<file path="config.mk">
export PLATFORM = sky130hd
export DESIGN_NAME = ierc_top
export DESIGN_NICKNAME = d
export VERILOG_FILES = /design/src/ierc_pkg.sv /design/src/ierc_stack_ram.sv /design/src/ierc_top.sv
export VERILOG_INCLUDE_DIRS = /design/src
export SDC_FILE = /design/constraint.sdc
export NUM_CORES = 2
export LEC_CHECK = 0
export BUFFER_PORTS_ARGS = -buffer_cell sky130_fd_sc_hd__buf_2
export CAP_MARGIN = 5
export CORE_MARGIN = 5
export CORE_UTILIZATION = 65
export CTS_CLUSTER_SIZE = 25
export DETAILED_ROUTE_END_ITERATION = 8
export PLACE_DENSITY_LB_ADDON = 0.15
export SETUP_SLACK_MARGIN = 0.1
export SLEW_MARGIN = 25
export SYNTH_ARGS = -nofsm -noshare
export SYNTH_HDL_FRONTEND = slang
export SYNTH_SLANG_ARGS = --single-unit
</file>
<file path="constraint.sdc">
create_clock -name CLK_I -period 24 [get_ports CLK_I]
set_input_delay 0 -clock CLK_I [delete_from_list [all_inputs] [get_ports CLK_I]]
set_output_delay 0 -clock CLK_I [all_outputs]
set_load 0.02 [all_outputs]
</file>
<file path="src/ierc_params.svh">
`ifndef IERC_PARAMS_SVH
`define IERC_PARAMS_SVH
// Register byte offsets
`define IERC_OFF_EN 12'h000
`define IERC_OFF_RQ 12'h004
`define IERC_OFF_EDGE 12'h008
`define IERC_OFF_SP 12'h00c
`define IERC_OFF_STAT 12'h010
// Reset values
`define IERC_RST_EN 6'h00
`define IERC_RST_RQ 6'h00
`define IERC_RST_EDGE 12'h000
`define IERC_RST_SP 8'h00
// Entry vector
`define IERC_VECTOR 16'h0010
// Stack step in bytes
`define IERC_SP_STEP 8'h02
// Line count
`define IERC_LINES 6
`endif

</file>
<file path="src/ierc_pkg.sv">
package ierc_pkg;
  typedef enum logic [5:0] {
    ST_IDLE = 6'h01,
    ST_PUSH_LO = 6'h02,
    ST_PUSH_HI = 6'h04,
    ST_POP_LO = 6'h08,
    ST_POP_HI = 6'h10,
    ST_DONE = 6'h20
  } ierc_state_t;
  typedef enum logic [1:0] {
    EDGE_RISE = 2'h0,
    EDGE_FALL = 2'h1,
    EDGE_BOTH = 2'h2,
    EDGE_NONE = 2'h3
  } ierc_edge_t;
endpackage : ierc_pkg

</file>
<file path="src/ierc_stack_ram.sv">
`timescale 1ns/10ps
`default_nettype none
module ierc_stack_ram #(
  parameter int AW = 8
) (
  input wire logic clk_i,
  input wire logic we_i,
  input wire logic [AW-1:0] addr_i,
  input wire logic [7:0] wdata_i,
  output logic [7:0] rdata_o
);
  logic [7:0] mem [0:(1<<AW)-1];
  always_ff @(posedge clk_i) begin
    if (we_i) begin
      mem[addr_i] <= wdata_i;
    end
    rdata_o <= mem[addr_i];
  end
endmodule : ierc_stack_ram
`default_nettype wire

</file>
<file path="src/ierc_top.sv">
// How it works
// - Six request lines, pins timers comparator pwm
// - Each line has its own enable bit
// - Hardware sets flags, software writes to clear
// - Flag set on rising, falling or both
// - Global enable set/cleared by core instructions
// - Entry pushes program counter at stack pointer
// - Entry advances stack pointer by two
// - Entry clears global enable
// - Entry fetch comes from vector 0x010
// - Flags set even when line disabled
// - Return pops program counter from stack
// - Return lowers stack pointer by two
// - Return sets global enable again
// - Resume at the interrupted instruction
// - Push/pop accumulator and flags pair
// - Reading flags returns all pending sources
// - Writing zero clears only that flag
`timescale 1ns/10ps
`default_nettype none
`include "ierc_params.svh"
module ierc_top #(
  parameter int NL = `IERC_LINES
) (
  input wire logic CLK_I,
  input wire logic RESET_N_I,
  // AXI4-Lite
  input wire logic [11:0] S_AXI_AWADDR_I,
  input wire logic S_AXI_AWVALID_I,
  output logic S_AXI_AWREADY_O,
  input wire logic [31:0] S_AXI_WDATA_I,
  input wire logic [3:0] S_AXI_WSTRB_I,
  input wire logic S_AXI_WVALID_I,
  output logic S_AXI_WREADY_O,
  output logic [1:0] S_AXI_BRESP_O,
  output logic S_AXI_BVALID_O,
  input wire logic S_AXI_BREADY_I,
  input wire logic [11:0] S_AXI_ARADDR_I,
  input wire logic S_AXI_ARVALID_I,
  output logic S_AXI_ARREADY_O,
  output logic [31:0] S_AXI_RDATA_O,
  output logic [1:0] S_AXI_RRESP_O,
  output logic S_AXI_RVALID_O,
  input wire logic S_AXI_RREADY_I,
  // Sources: [0] port_a_line_zero, [1] port_a_line_four, [2] sixteen_bit_timer,
  // [3] comparator_unit, [4] led_pwm_generator_set, [5] eight_bit_timer
  input wire logic [NL-1:0] IRQ_SRC_I,
  // Core sequencer
  input wire logic BOUNDARY_I,
  input wire logic [15:0] PC_I,
  input wire logic ENGINT_I,
  input wire logic DISGINT_I,
  input wire logic RETI_I,
  input wire logic PUSHAF_I,
  input wire logic POPAF_I,
  input wire logic [7:0] ACC_I,
  input wire logic [7:0] FLAGS_I,
  output logic BUSY_O,
  output logic TAKE_O,
  output logic LOAD_PC_O,
  output logic [15:0] NEW_PC_O,
  output logic RESTORE_AF_O,
  output logic [7:0] ACC_O,
  output logic [7:0] FLAGS_O,
  output logic GIE_O
);
  logic [NL-1:0] s1_reg, s2_reg, s3_reg, seen_reg, hit;
  logic [NL-1:0] en_reg, rq_reg;
  logic [2*NL-1:0] edge_reg;
  logic [7:0] sp_reg;
  logic gie_reg;
  ierc_pkg::ierc_state_t st_reg;
  logic is_af_reg, is_ret_reg, pop_af_reg;
  logic [7:0] lo_reg;
  logic we;
  logic [7:0] ram_addr, ram_wdata, ram_rdata;
  logic aw_got_reg, w_got_reg;
  logic [11:0] awaddr_reg;
  logic [31:0] wdata_reg;
  logic wr_fire, rq_wr;
  logic [NL-1:0] rq_clear;
  logic take;

  // Input synchronisers, change counts when 2nd and 3rd agree
  always_ff @(posedge CLK_I or negedge RESET_N_I) begin
    if (!RESET_N_I) begin
      s1_reg <= '0;
      s2_reg <= '0;
      s3_reg <= '0;
      seen_reg <= '0;
    end else begin
      s1_reg <= IRQ_SRC_I;
      s2_reg <= s1_reg;
      s3_reg <= s2_reg;
      for (int i = 0; i < NL; i++) begin
        if (s2_reg[i] == s3_reg[i]) begin
          seen_reg[i] <= s3_reg[i];
        end
      end
    end
  end

  genvar g;
  generate
    for (g = 0; g < NL; g++) begin : g_edge
      logic agree, rise, fall;
      assign agree = (s2_reg[g] == s3_reg[g]);
      assign rise = agree && s3_reg[g] && !seen_reg[g];
      assign fall = agree && !s3_reg[g] && seen_reg[g];
      always_comb begin
        case (ierc_pkg::ierc_edge_t'(edge_reg[2*g+:2]))
          ierc_pkg::EDGE_RISE: hit[g] = rise;
          ierc_pkg::EDGE_FALL: hit[g] = fall;
          ierc_pkg::EDGE_BOTH: hit[g] = rise | fall;
          default: hit[g] = 1'b0;
        endcase
      end
    end
  endgenerate

  // AXI write path
  assign S_AXI_AWREADY_O = !aw_got_reg && !S_AXI_BVALID_O;
  assign S_AXI_WREADY_O = !w_got_reg && !S_AXI_BVALID_O;
  assign wr_fire = aw_got_reg && w_got_reg && !S_AXI_BVALID_O;
  always_ff @(posedge CLK_I or negedge RESET_N_I) begin
    if (!RESET_N_I) begin
      aw_got_reg <= 1'b0;
      w_got_reg <= 1'b0;
      awaddr_reg <= 12'h000;
      wdata_reg <= 32'h00000000;
      S_AXI_BVALID_O <= 1'b0;
      S_AXI_BRESP_O <= 2'h0;
    end else begin
      if (S_AXI_AWVALID_I && S_AXI_AWREADY_O) begin
        aw_got_reg <= 1'b1;
        awaddr_reg <= S_AXI_AWADDR_I;
      end
      if (S_AXI_WVALID_I && S_AXI_WREADY_O) begin
        w_got_reg <= 1'b1;
        wdata_reg <= S_AXI_WSTRB_I[0] ? S_AXI_WDATA_I : 32'hffffffff;
      end
      if (wr_fire) begin
        aw_got_reg <= 1'b0;
        w_got_reg <= 1'b0;
        S_AXI_BVALID_O <= 1'b1;
        case (awaddr_reg)
          `IERC_OFF_EN, `IERC_OFF_RQ, `IERC_OFF_EDGE, `IERC_OFF_SP: S_AXI_BRESP_O <= 2'h0;
          `IERC_OFF_STAT: S_AXI_BRESP_O <= 2'h0;
          default: S_AXI_BRESP_O <= 2'h2;
        endcase
      end else if (S_AXI_BVALID_O && S_AXI_BREADY_I) begin
        S_AXI_BVALID_O <= 1'b0;
      end
    end
  end
  assign rq_wr = wr_fire && (awaddr_reg == `IERC_OFF_RQ);
  assign rq_clear = rq_wr ? ~wdata_reg[NL-1:0] : '0;

  // Config registers
  always_ff @(posedge CLK_I or negedge RESET_N_I) begin
    if (!RESET_N_I) begin
      en_reg <= `IERC_RST_EN;
      edge_reg <= `IERC_RST_EDGE;
    end else if (wr_fire) begin
      if (awaddr_reg == `IERC_OFF_EN) begin
        en_reg <= wdata_reg[NL-1:0];
      end
      if (awaddr_reg == `IERC_OFF_EDGE) begin
        edge_reg <= wdata_reg[2*NL-1:0];
      end
    end
  end

  // Request flags: set wins over clear, set regardless of enable
  always_ff @(posedge CLK_I or negedge RESET_N_I) begin
    if (!RESET_N_I) begin
      rq_reg <= `IERC_RST_RQ;
    end else begin
      rq_reg <= (rq_reg & ~rq_clear) | hit;
    end
  end

  // AXI read path
  always_ff @(posedge CLK_I or negedge RESET_N_I) begin
    if (!RESET_N_I) begin
      S_AXI_RVALID_O <= 1'b0;
      S_AXI_RDATA_O <= 32'h00000000;
      S_AXI_RRESP_O <= 2'h0;
    end else if (S_AXI_ARVALID_I && S_AXI_ARREADY_O) begin
      S_AXI_RVALID_O <= 1'b1;
      S_AXI_RRESP_O <= 2'h0;
      case (S_AXI_ARADDR_I)
        `IERC_OFF_EN: S_AXI_RDATA_O <= {{(32-NL){1'b0}}, en_reg};
        `IERC_OFF_RQ: S_AXI_RDATA_O <= {{(32-NL){1'b0}}, rq_reg};
        `IERC_OFF_EDGE: S_AXI_RDATA_O <= {{(32-2*NL){1'b0}}, edge_reg};
        `IERC_OFF_SP: S_AXI_RDATA_O <= {24'h000000, sp_reg};
        `IERC_OFF_STAT: S_AXI_RDATA_O <= {26'h0000000, st_reg};
        default: begin
          S_AXI_RDATA_O <= 32'h00000000;
          S_AXI_RRESP_O <= 2'h2;
        end
      endcase
    end else if (S_AXI_RVALID_O && S_AXI_RREADY_I) begin
      S_AXI_RVALID_O <= 1'b0;
    end
  end
  assign S_AXI_ARREADY_O = !S_AXI_RVALID_O;

  // Entry condition
  assign take = (st_reg == ierc_pkg::ST_IDLE) && BOUNDARY_I && gie_reg
                && |(rq_reg & en_reg);

  // Global enable
  always_ff @(posedge CLK_I or negedge RESET_N_I) begin
    if (!RESET_N_I) begin
      gie_reg <= 1'b0;
    end else if (take) begin
      gie_reg <= 1'b0;
    end else if (st_reg == ierc_pkg::ST_POP_HI && is_ret_reg) begin
      gie_reg <= 1'b1;
    end else if (st_reg == ierc_pkg::ST_IDLE && ENGINT_I) begin
      gie_reg <= 1'b1;
    end else if (st_reg == ierc_pkg::ST_IDLE && DISGINT_I) begin
      gie_reg <= 1'b0;
    end
  end

  // Sequencer: push lo byte at sp, hi at sp+1; pop from sp-2
  always_ff @(posedge CLK_I or negedge RESET_N_I) begin
    if (!RESET_N_I) begin
      st_reg <= ierc_pkg::ST_IDLE;
      is_af_reg <= 1'b0;
      is_ret_reg <= 1'b0;
      lo_reg <= 8'h00;
    end else begin
      case (st_reg)
        ierc_pkg::ST_IDLE: begin
          if (take) begin
            st_reg <= ierc_pkg::ST_PUSH_LO;
            is_af_reg <= 1'b0;
          end else if (RETI_I) begin
            st_reg <= ierc_pkg::ST_POP_LO;
            is_af_reg <= 1'b0;
            is_ret_reg <= 1'b1;
          end else if (PUSHAF_I) begin
            st_reg <= ierc_pkg::ST_PUSH_LO;
            is_af_reg <= 1'b1;
          end else if (POPAF_I) begin
            st_reg <= ierc_pkg::ST_POP_LO;
            is_af_reg <= 1'b1;
            is_ret_reg <= 1'b0;
          end
        end
        ierc_pkg::ST_PUSH_LO: st_reg <= ierc_pkg::ST_PUSH_HI;
        ierc_pkg::ST_PUSH_HI: st_reg <= ierc_pkg::ST_DONE;
        ierc_pkg::ST_POP_LO: st_reg <= ierc_pkg::ST_POP_HI;
        ierc_pkg::ST_POP_HI: begin
          lo_reg <= ram_rdata;
          st_reg <= ierc_pkg::ST_DONE;
        end
        ierc_pkg::ST_DONE: begin
          is_ret_reg <= 1'b0;
          st_reg <= ierc_pkg::ST_IDLE;
        end
        default: st_reg <= ierc_pkg::ST_IDLE;
      endcase
    end
  end

  // Stack pointer (register writes force bit 0 clear)
  always_ff @(posedge CLK_I or negedge RESET_N_I) begin
    if (!RESET_N_I) begin
      sp_reg <= `IERC_RST_SP;
    end else if (st_reg == ierc_pkg::ST_PUSH_HI) begin
      sp_reg <= sp_reg + `IERC_SP_STEP;
    end else if (st_reg == ierc_pkg::ST_POP_HI) begin
      sp_reg <= sp_reg - `IERC_SP_STEP;
    end else if (wr_fire && awaddr_reg == `IERC_OFF_SP) begin
      sp_reg <= {wdata_reg[7:1], 1'b0};
    end
  end

  // Stack memory port
  logic [15:0] pc_hold_reg;
  logic [7:0] acc_hold_reg, flg_hold_reg;
  always_ff @(posedge CLK_I or negedge RESET_N_I) begin
    if (!RESET_N_I) begin
      pc_hold_reg <= 16'h0000;
      acc_hold_reg <= 8'h00;
      flg_hold_reg <= 8'h00;
    end else if (st_reg == ierc_pkg::ST_IDLE) begin
      pc_hold_reg <= PC_I;
      acc_hold_reg <= ACC_I;
      flg_hold_reg <= FLAGS_I;
    end
  end
  always_comb begin
    we = 1'b0;
    ram_addr = sp_reg;
    ram_wdata = 8'h00;
    case (st_reg)
      ierc_pkg::ST_PUSH_LO: begin
        we = 1'b1;
        ram_wdata = is_af_reg ? acc_hold_reg : pc_hold_reg[7:0];
      end
      ierc_pkg::ST_PUSH_HI: begin
        we = 1'b1;
        ram_addr = sp_reg + 8'h01;
        ram_wdata = is_af_reg ? flg_hold_reg : pc_hold_reg[15:8];
      end
      ierc_pkg::ST_POP_LO: ram_addr = sp_reg - `IERC_SP_STEP;
      ierc_pkg::ST_POP_HI: ram_addr = sp_reg - 8'h01;
      default: ram_addr = sp_reg;
    endcase
  end

  ierc_stack_ram #(
    .AW(8)
  ) u_ram (
    .clk_i(CLK_I),
    .we_i(we),
    .addr_i(ram_addr),
    .wdata_i(ram_wdata),
    .rdata_o(ram_rdata)
  );

  // Core-facing outputs
  always_ff @(posedge CLK_I or negedge RESET_N_I) begin
    if (!RESET_N_I) begin
      LOAD_PC_O <= 1'b0;
      NEW_PC_O <= 16'h0000;
      RESTORE_AF_O <= 1'b0;
      ACC_O <= 8'h00;
      FLAGS_O <= 8'h00;
    end else begin
      LOAD_PC_O <= 1'b0;
      RESTORE_AF_O <= 1'b0;
      if (st_reg == ierc_pkg::ST_PUSH_HI && !is_af_reg) begin
        LOAD_PC_O <= 1'b1;
        NEW_PC_O <= `IERC_VECTOR;
      end
      if (st_reg == ierc_pkg::ST_DONE && is_ret_reg) begin
        LOAD_PC_O <= 1'b1;
        NEW_PC_O <= {ram_rdata, lo_reg};
      end
      if (st_reg == ierc_pkg::ST_DONE && is_af_reg && !is_ret_reg && pop_af_reg) begin
        RESTORE_AF_O <= 1'b1;
        ACC_O <= lo_reg;
        FLAGS_O <= ram_rdata;
      end
    end
  end
  always_ff @(posedge CLK_I or negedge RESET_N_I) begin
    if (!RESET_N_I) begin
      pop_af_reg <= 1'b0;
    end else if (st_reg == ierc_pkg::ST_POP_LO) begin
      pop_af_reg <= 1'b1;
    end else if (st_reg == ierc_pkg::ST_IDLE) begin
      pop_af_reg <= 1'b0;
    end
  end

  assign BUSY_O = (st_reg != ierc_pkg::ST_IDLE);
  assign TAKE_O = take;
  assign GIE_O = gie_reg;
endmodule : ierc_top
`default_nettype wire

</file>
After elaboration in Yosys (flattened, before gate mapping)
Memory sizes are Yosys's and may differ from the RTL's. A register that Yosys moved wholly into a read port is not among the register bits.
Index checks and enable logic that the tools add are counted.
{"block": "word_totals", "reg_bits": 204, "mem_bits_rw": 2048, "out_inout_bits": 78, "elab_cells": 234, "n_memories": 1}
{"block": "classes", "addsub": 4, "n_eq_ne": 37, "mux": 54, "n_bitwise": 11, "n_reduce_logical": 91}
{"memory": "u_ram.mem", "words": 256, "word_bits": 8, "rd": 1, "rd_ports_with_merged_regs": 1, "wr": 1, "line_no": "ierc_stack_ram.sv:12", "source": "logic [7:0] mem [0:(1<<AW)-1];"}
{"cell": "12-bit one-hot mux with 5 select lines", "count": 1}
{"cell": "12-bit by 4-bit equality test with 1-bit output, second input constant", "count": 4}
{"cell": "1-bit logical AND", "count": 46}
{"cell": "8-bit 2-to-1 mux", "count": 5}
{"cell": "16-bit 2-to-1 mux", "count": 2}
{"cell": "6-bit 2-to-1 mux", "count": 5}
{"cell": "1-bit 2-to-1 mux", "count": 28}
{"cell": "12-bit by 3-bit equality test with 1-bit output, second input constant", "count": 2}
{"cell": "12-bit by 5-bit equality test with 1-bit output, second input constant", "count": 2}
{"cell": "12-bit zero test", "count": 2}
{"cell": "6-bit one-hot mux with 4 select lines", "count": 1}
{"cell": "8-bit one-hot mux with 3 select lines", "count": 1}
{"cell": "1-bit zero test", "count": 18}
{"cell": "1-bit one-hot mux with 3 select lines", "count": 6}
{"cell": "8-bit one-hot mux with 2 select lines", "count": 1}
{"cell": "2-bit nonzero test", "count": 7}
{"cell": "6-bit bitwise AND", "count": 2}
{"cell": "2-bit by 1-bit equality test with 1-bit output, second input constant", "count": 6}
{"cell": "2-bit equality test, second input constant", "count": 6}
{"cell": "2-bit zero test", "count": 6}
{"cell": "12-bit 2-to-1 mux", "count": 1}
{"cell": "6-bit inverter", "count": 2}
{"cell": "5-bit OR reduction", "count": 2}
{"cell": "8-bit by 1-bit adder with 8-bit output, second input constant", "count": 1}
{"cell": "other kinds (24)", "count": 40}

Longest topological paths before layout
{"block": "logic_depth", "word_depth": 7, "depth_mapped": 14}

By module
Synthesis repeated with hierarchy kept, for this count alone.
{"block": "hier_totals", "hier_cells": 4327, "hier_area_um2": 86770.7}
{"module": "ierc_stack_ram", "n_inst": 1, "cells_each": 3547, "area_each_um2": 78492.8}
{"module": "ierc_top", "n_inst": 1, "cells_each": 780, "area_each_um2": 8277.9}

Least setup slack after synthesis
Ideal clock, no wire load.
{"block": "synth_timing", "path_kind": "flip-flop to flip-flop", "start": "register is_af_reg", "end": "memory u_ram.mem[0][0], data pin", "setup_time_ns": 1.585, "t_arrival_ns": 8.250, "required_ns": 22.415, "slack_ns": 14.165, "path_stages_with_launch": 5, "n_path_buf": 2, "synth_period_minus_slack_ns": 9.835, "cell_sequence": "dfrtp_1 > clkbuf_1 > buf_1 > mux2i_1 > o22ai_1"}
{"block": "synth_via", "elab_chain_len": 2, "word_cells_on_any_way": 3, "cone_classes": "mux (3)"}
{"item": "from (decl)", "line_no": "ierc_top.sv:73", "source": "logic is_af_reg, is_ret_reg, pop_af_reg;"}
{"item": "from (signal assigned)", "line_no": "ierc_top.sv:232", "source": "is_af_reg <= 1'b0;"}
{"item": "from (signal assigned)", "line_no": "ierc_top.sv:240", "source": "is_af_reg <= 1'b0;"}
{"item": "from (signal assigned)", "line_no": "ierc_top.sv:243", "source": "is_af_reg <= 1'b0;"}
{"item": "8-bit 2-to-1 mux, on equally long branches", "line_no": "ierc_top.sv:309, ierc_top.sv:304"}
{"item": "8-bit one-hot mux with 2 select lines *", "line_no": "ierc_top.sv:301", "source": "case (st_reg)"}
{"item": "net ram_wdata[0]", "line_no": "ierc_top.sv:76", "source": "logic [7:0] ram_addr, ram_wdata, ram_rdata;"}
{"item": "to (decl)", "line_no": "ierc_stack_ram.sv:12"}
Mark *: on every way through the listed nets, which the timed path passes. The rest lies on a longest branch.

Final worst setup path
{"block": "layout_timing", "start": "register st_reg[2]", "end": "register u_ram.rdata_o[4], read port of u_ram.mem"}
{"block": "layout_via", "elab_chain_len": 2, "word_cells_on_any_way": 4, "cone_classes": "eq/ne (3); mux (1)"}
{"item": "from (decl)", "line_no": "ierc_top.sv:72", "source": "ierc_pkg::ierc_state_t st_reg;"}
{"item": "from (signal assigned)", "line_no": "ierc_top.sv:231", "source": "st_reg <= ierc_pkg::ST_IDLE;"}
{"item": "from (signal assigned)", "line_no": "ierc_top.sv:239", "source": "st_reg <= ierc_pkg::ST_PUSH_LO;"}
{"item": "from (signal assigned)", "line_no": "ierc_top.sv:242", "source": "st_reg <= ierc_pkg::ST_POP_LO;"}
{"item": "6-bit by 5-bit equality test with 1-bit output (tied with other cells)", "line_no": "ierc_top.sv:301"}
{"item": "8-bit one-hot mux with 3 select lines *", "line_no": "ierc_top.sv:301"}
{"item": "to (decl)", "line_no": "ierc_stack_ram.sv:10", "source": "output logic [7:0] rdata_o"}
Every way passes the cells marked *; elsewhere a longest branch is shown, timed or not.
A chain may end at the register's enable or synchronous reset.

==> impl_metrics.toml <==
[pwr]
vdd_ir_drop_max_mv = 0.111
power_density_nw_per_um2 = 108
p_leak_nw = 32.5

[worst_hold_path]
min-delay-start = "S_AXI_WSTRB_I[0]"
hp-class = "primary input to register"

[routing]
first_pass_iters = 6
drc = 0
viasPerCell = 6.83
via_count = 44800
first_iter_violations = 5961
antenna_left = 0
wl_um = 204000
routedWlPerCell_um = 31.1

[layout]
nFillCells = 7262
area_growth_syn_to_layout_pct = 12.8
multi_input_area_sq_um = 19000
drive_gt1_share_pct = 23.3
final_nets = 4730
regArea_sq_um = 66200
largest_register_ffs = 2048

[worst_setup_path]
worstSetupPathType = "register to register"
cp-startpoint = "st_reg[2]"
end_kind = "register"
r2r-start = "st_reg[2]"
critPathLaunchType = "register"
arrival_ns = 7.38
critical_path.max_fanout = 45
cp.required_ns = 24.68

[clock_tree]
clockRootBuffer = "clkbuf_16"
cts.clk_slew.worst_paths_ns = 0.06
ctsHoldBuffers = 191
cts_setup_buffers = 0
cts_made_buffers = 212
htreeDepth = 4
cts.sinks = 2237
clkLatencyLatePin_ns = 0.84
post_cts_resized = 0
cts_buffer_depth = 3
cts_tree = "yes"

[logic_synthesis]
synth_edf_count = 2048
synth_cell_types = 64
netlist_instances = 4236
ys_seq_elements = 2237
synth_top_area_share_pct = 71.0
synth.cell_area_sq_um = 86600
synth_warnings = 0
yosysSeqAreaShare_pct = 76.5
synth_area_leaders = "edfxtp_1 71%, mux4_2 13%, dfrtp_1 5.2%"
yosysTopAreaCell = "edfxtp_1"
synth_ff_type = "edfxtp_1"
syn_avg_cell_area_sq_um = 20.4
synthArstFlopShare_pct = 8.09

[timing]
rsz0062_at_grt = "false"
min_period_ns = 6.70
worst_slack_ns = 17.30
tightest_slew_ns = 1.05
fin_skew_ns = 0.0334
final.setup.tns_ns = 0
slew_headroom_pct = 29.9
slew_viol_final = 0
hold_viol = 0
fin_crit_sh_pct = 27.9
fmax_mhz = 149
whs_ns = 0.106
setup_viol = 0

[floorplan]
die_h_um = 375
dieArea_sq_um = 141000
num_rows = 134
die_w_um = 375
start_util_pct = 65.1
pin_count = 189
core_area_sq_um = 133000

[placement]
post-place-ws_ns = 17.31
numPortBuffers = 143
place_congestion = 0.822
dp_hpwl_um = 107000

[grt]
grt_pass1_vias = 45000
grt_usage_pct = 29.2
antenna_found_initial = 3
grt-ovfl-total = 0
grt_pass1_wl_um = 299000
grt_max_degree = 256

[outcome]
status = "complete, no violations"

[job]
maxCapViolations = 0
[cells in the mapped netlist (all sizes together) (15+ instances only)]
| cell | number |
|---|---|
| a221oi | 130 |
| a22o | 144 |
| a31oi | 25 |
| buf | 161 |
| clkbuf | 115 |
| dfrtp | 180 |
| edfxtp | 2048 |
| inv | 37 |
| mux2 | 51 |
| mux2i | 19 |
| mux4 | 512 |
| nand2 | 201 |
| nor2 | 316 |
| nor3 | 15 |
| o21ai | 55 |
| o22ai | 73 |
[kinds of logic (layout without fill, tap and decap cells)]
group / Yosys count / after routing / synth area share, %
muxes: 582 / 582 / 14.2
xor gates and xnor gates: 9 / 9 / 0.0910
AOI/OAI and AO/OA: 477 / 477 / 4.24
other: 1 / 25 / 0.00433
buffers and inverters: 313 / 842 / 1.91
and+or+nand+nor: 603 / 603 / 2.90
adders and majority gates: 14 / 14 / 0.202
DFF: 2237 / 2237 / 76.5
[area by class of cell]
cell class                      instances  share of cell area [%]
Clock inverter                        109                   0.819
Antenna cell                            3                 0.00769
Clock buffer                          286                    5.96
Sequential cell                      2237                    67.8
Inverter                               37                   0.142
Tap cell                             1768                    2.26
Multi-Input combinational cell       1707                    19.5
Timing Repair Buffer                  410                    3.53
[per-stage QoR]
| step | power, W | std cells | area, sq um | utilization [%] |
|---|---|---|---|---|
| after floorplan | 0.00641 | 4257 | 86700 | - |
| after global placement | 0.00727 | 5965 | 89000 | 66.9 |
| after detailed placement | 0.00731 | 5965 | 89000 | 66.9 |
| after CTS | 0.0105 | 6551 | 97500 | 73.4 |
| after global routing | 0.0109 | 6554 | 97700 | 73.5 |
| final | 0.0105 | 6557 | 97700 | 73.5 |
[worst max-delay path, stage by stage, from the launching register on]
cell      delay (ns)
dfrtp_1         0.61
nor2_1          0.17
and3_1          0.47
nor2_4          0.24
buf_4           0.72
buf_4           0.73
buf_4           0.75
buf_4           0.53
mux4_2          0.60
a221oi_1        0.50
o22ai_1         0.22
o21ai_0         0.75
nand4_1         0.18
[routing by layer]
layer,GRT usage [%],share of wire (%),vias to the layer above
met4,9.90,3.4,0
met2,46.0,49,2703
li1,-,-,18300
met3,5.75,10,443
met1,42.2,38,23300
met5,0,0,-
[report_power, final]
group          switching, W  total, W  internal, W
sequential         0.000116   0.00451      0.00440
clock               0.00140   0.00319      0.00179
combinational       0.00174   0.00284      0.00110
[layout by cell type, fill, tap and decap left out, types with 52 or more instances in the layout]
cell type / n
nand2_1: 189
clkbuf_16: 220
edfxtp_1: 2048
clkbuf_1: 59
buf_2: 142
a221oi_1: 130
nor2_1: 309
dlygate4sd3_1: 190
buf_4: 52
o22ai_1: 65
mux4_2: 512
dfrtp_1: 180
a22o_1: 144
[worst paths after layout]
path                                         end  slack [ns]  cells past startpoint
max in group asynchronous            NEW_PC_O[6]       22.95                      4
worst max-delay path            u_ram.rdata_o[4]       17.30                     12
worst min register to register         s2_reg[2]        0.35                      0
min in group asynchronous       S_AXI_RRESP_O[1]        0.41                      4
worst min-delay path               wdata_reg[11]        0.11                      3
worst max register to register  u_ram.rdata_o[4]       17.30                     12
No activity file was read; power rests on OpenSTA's default activity.
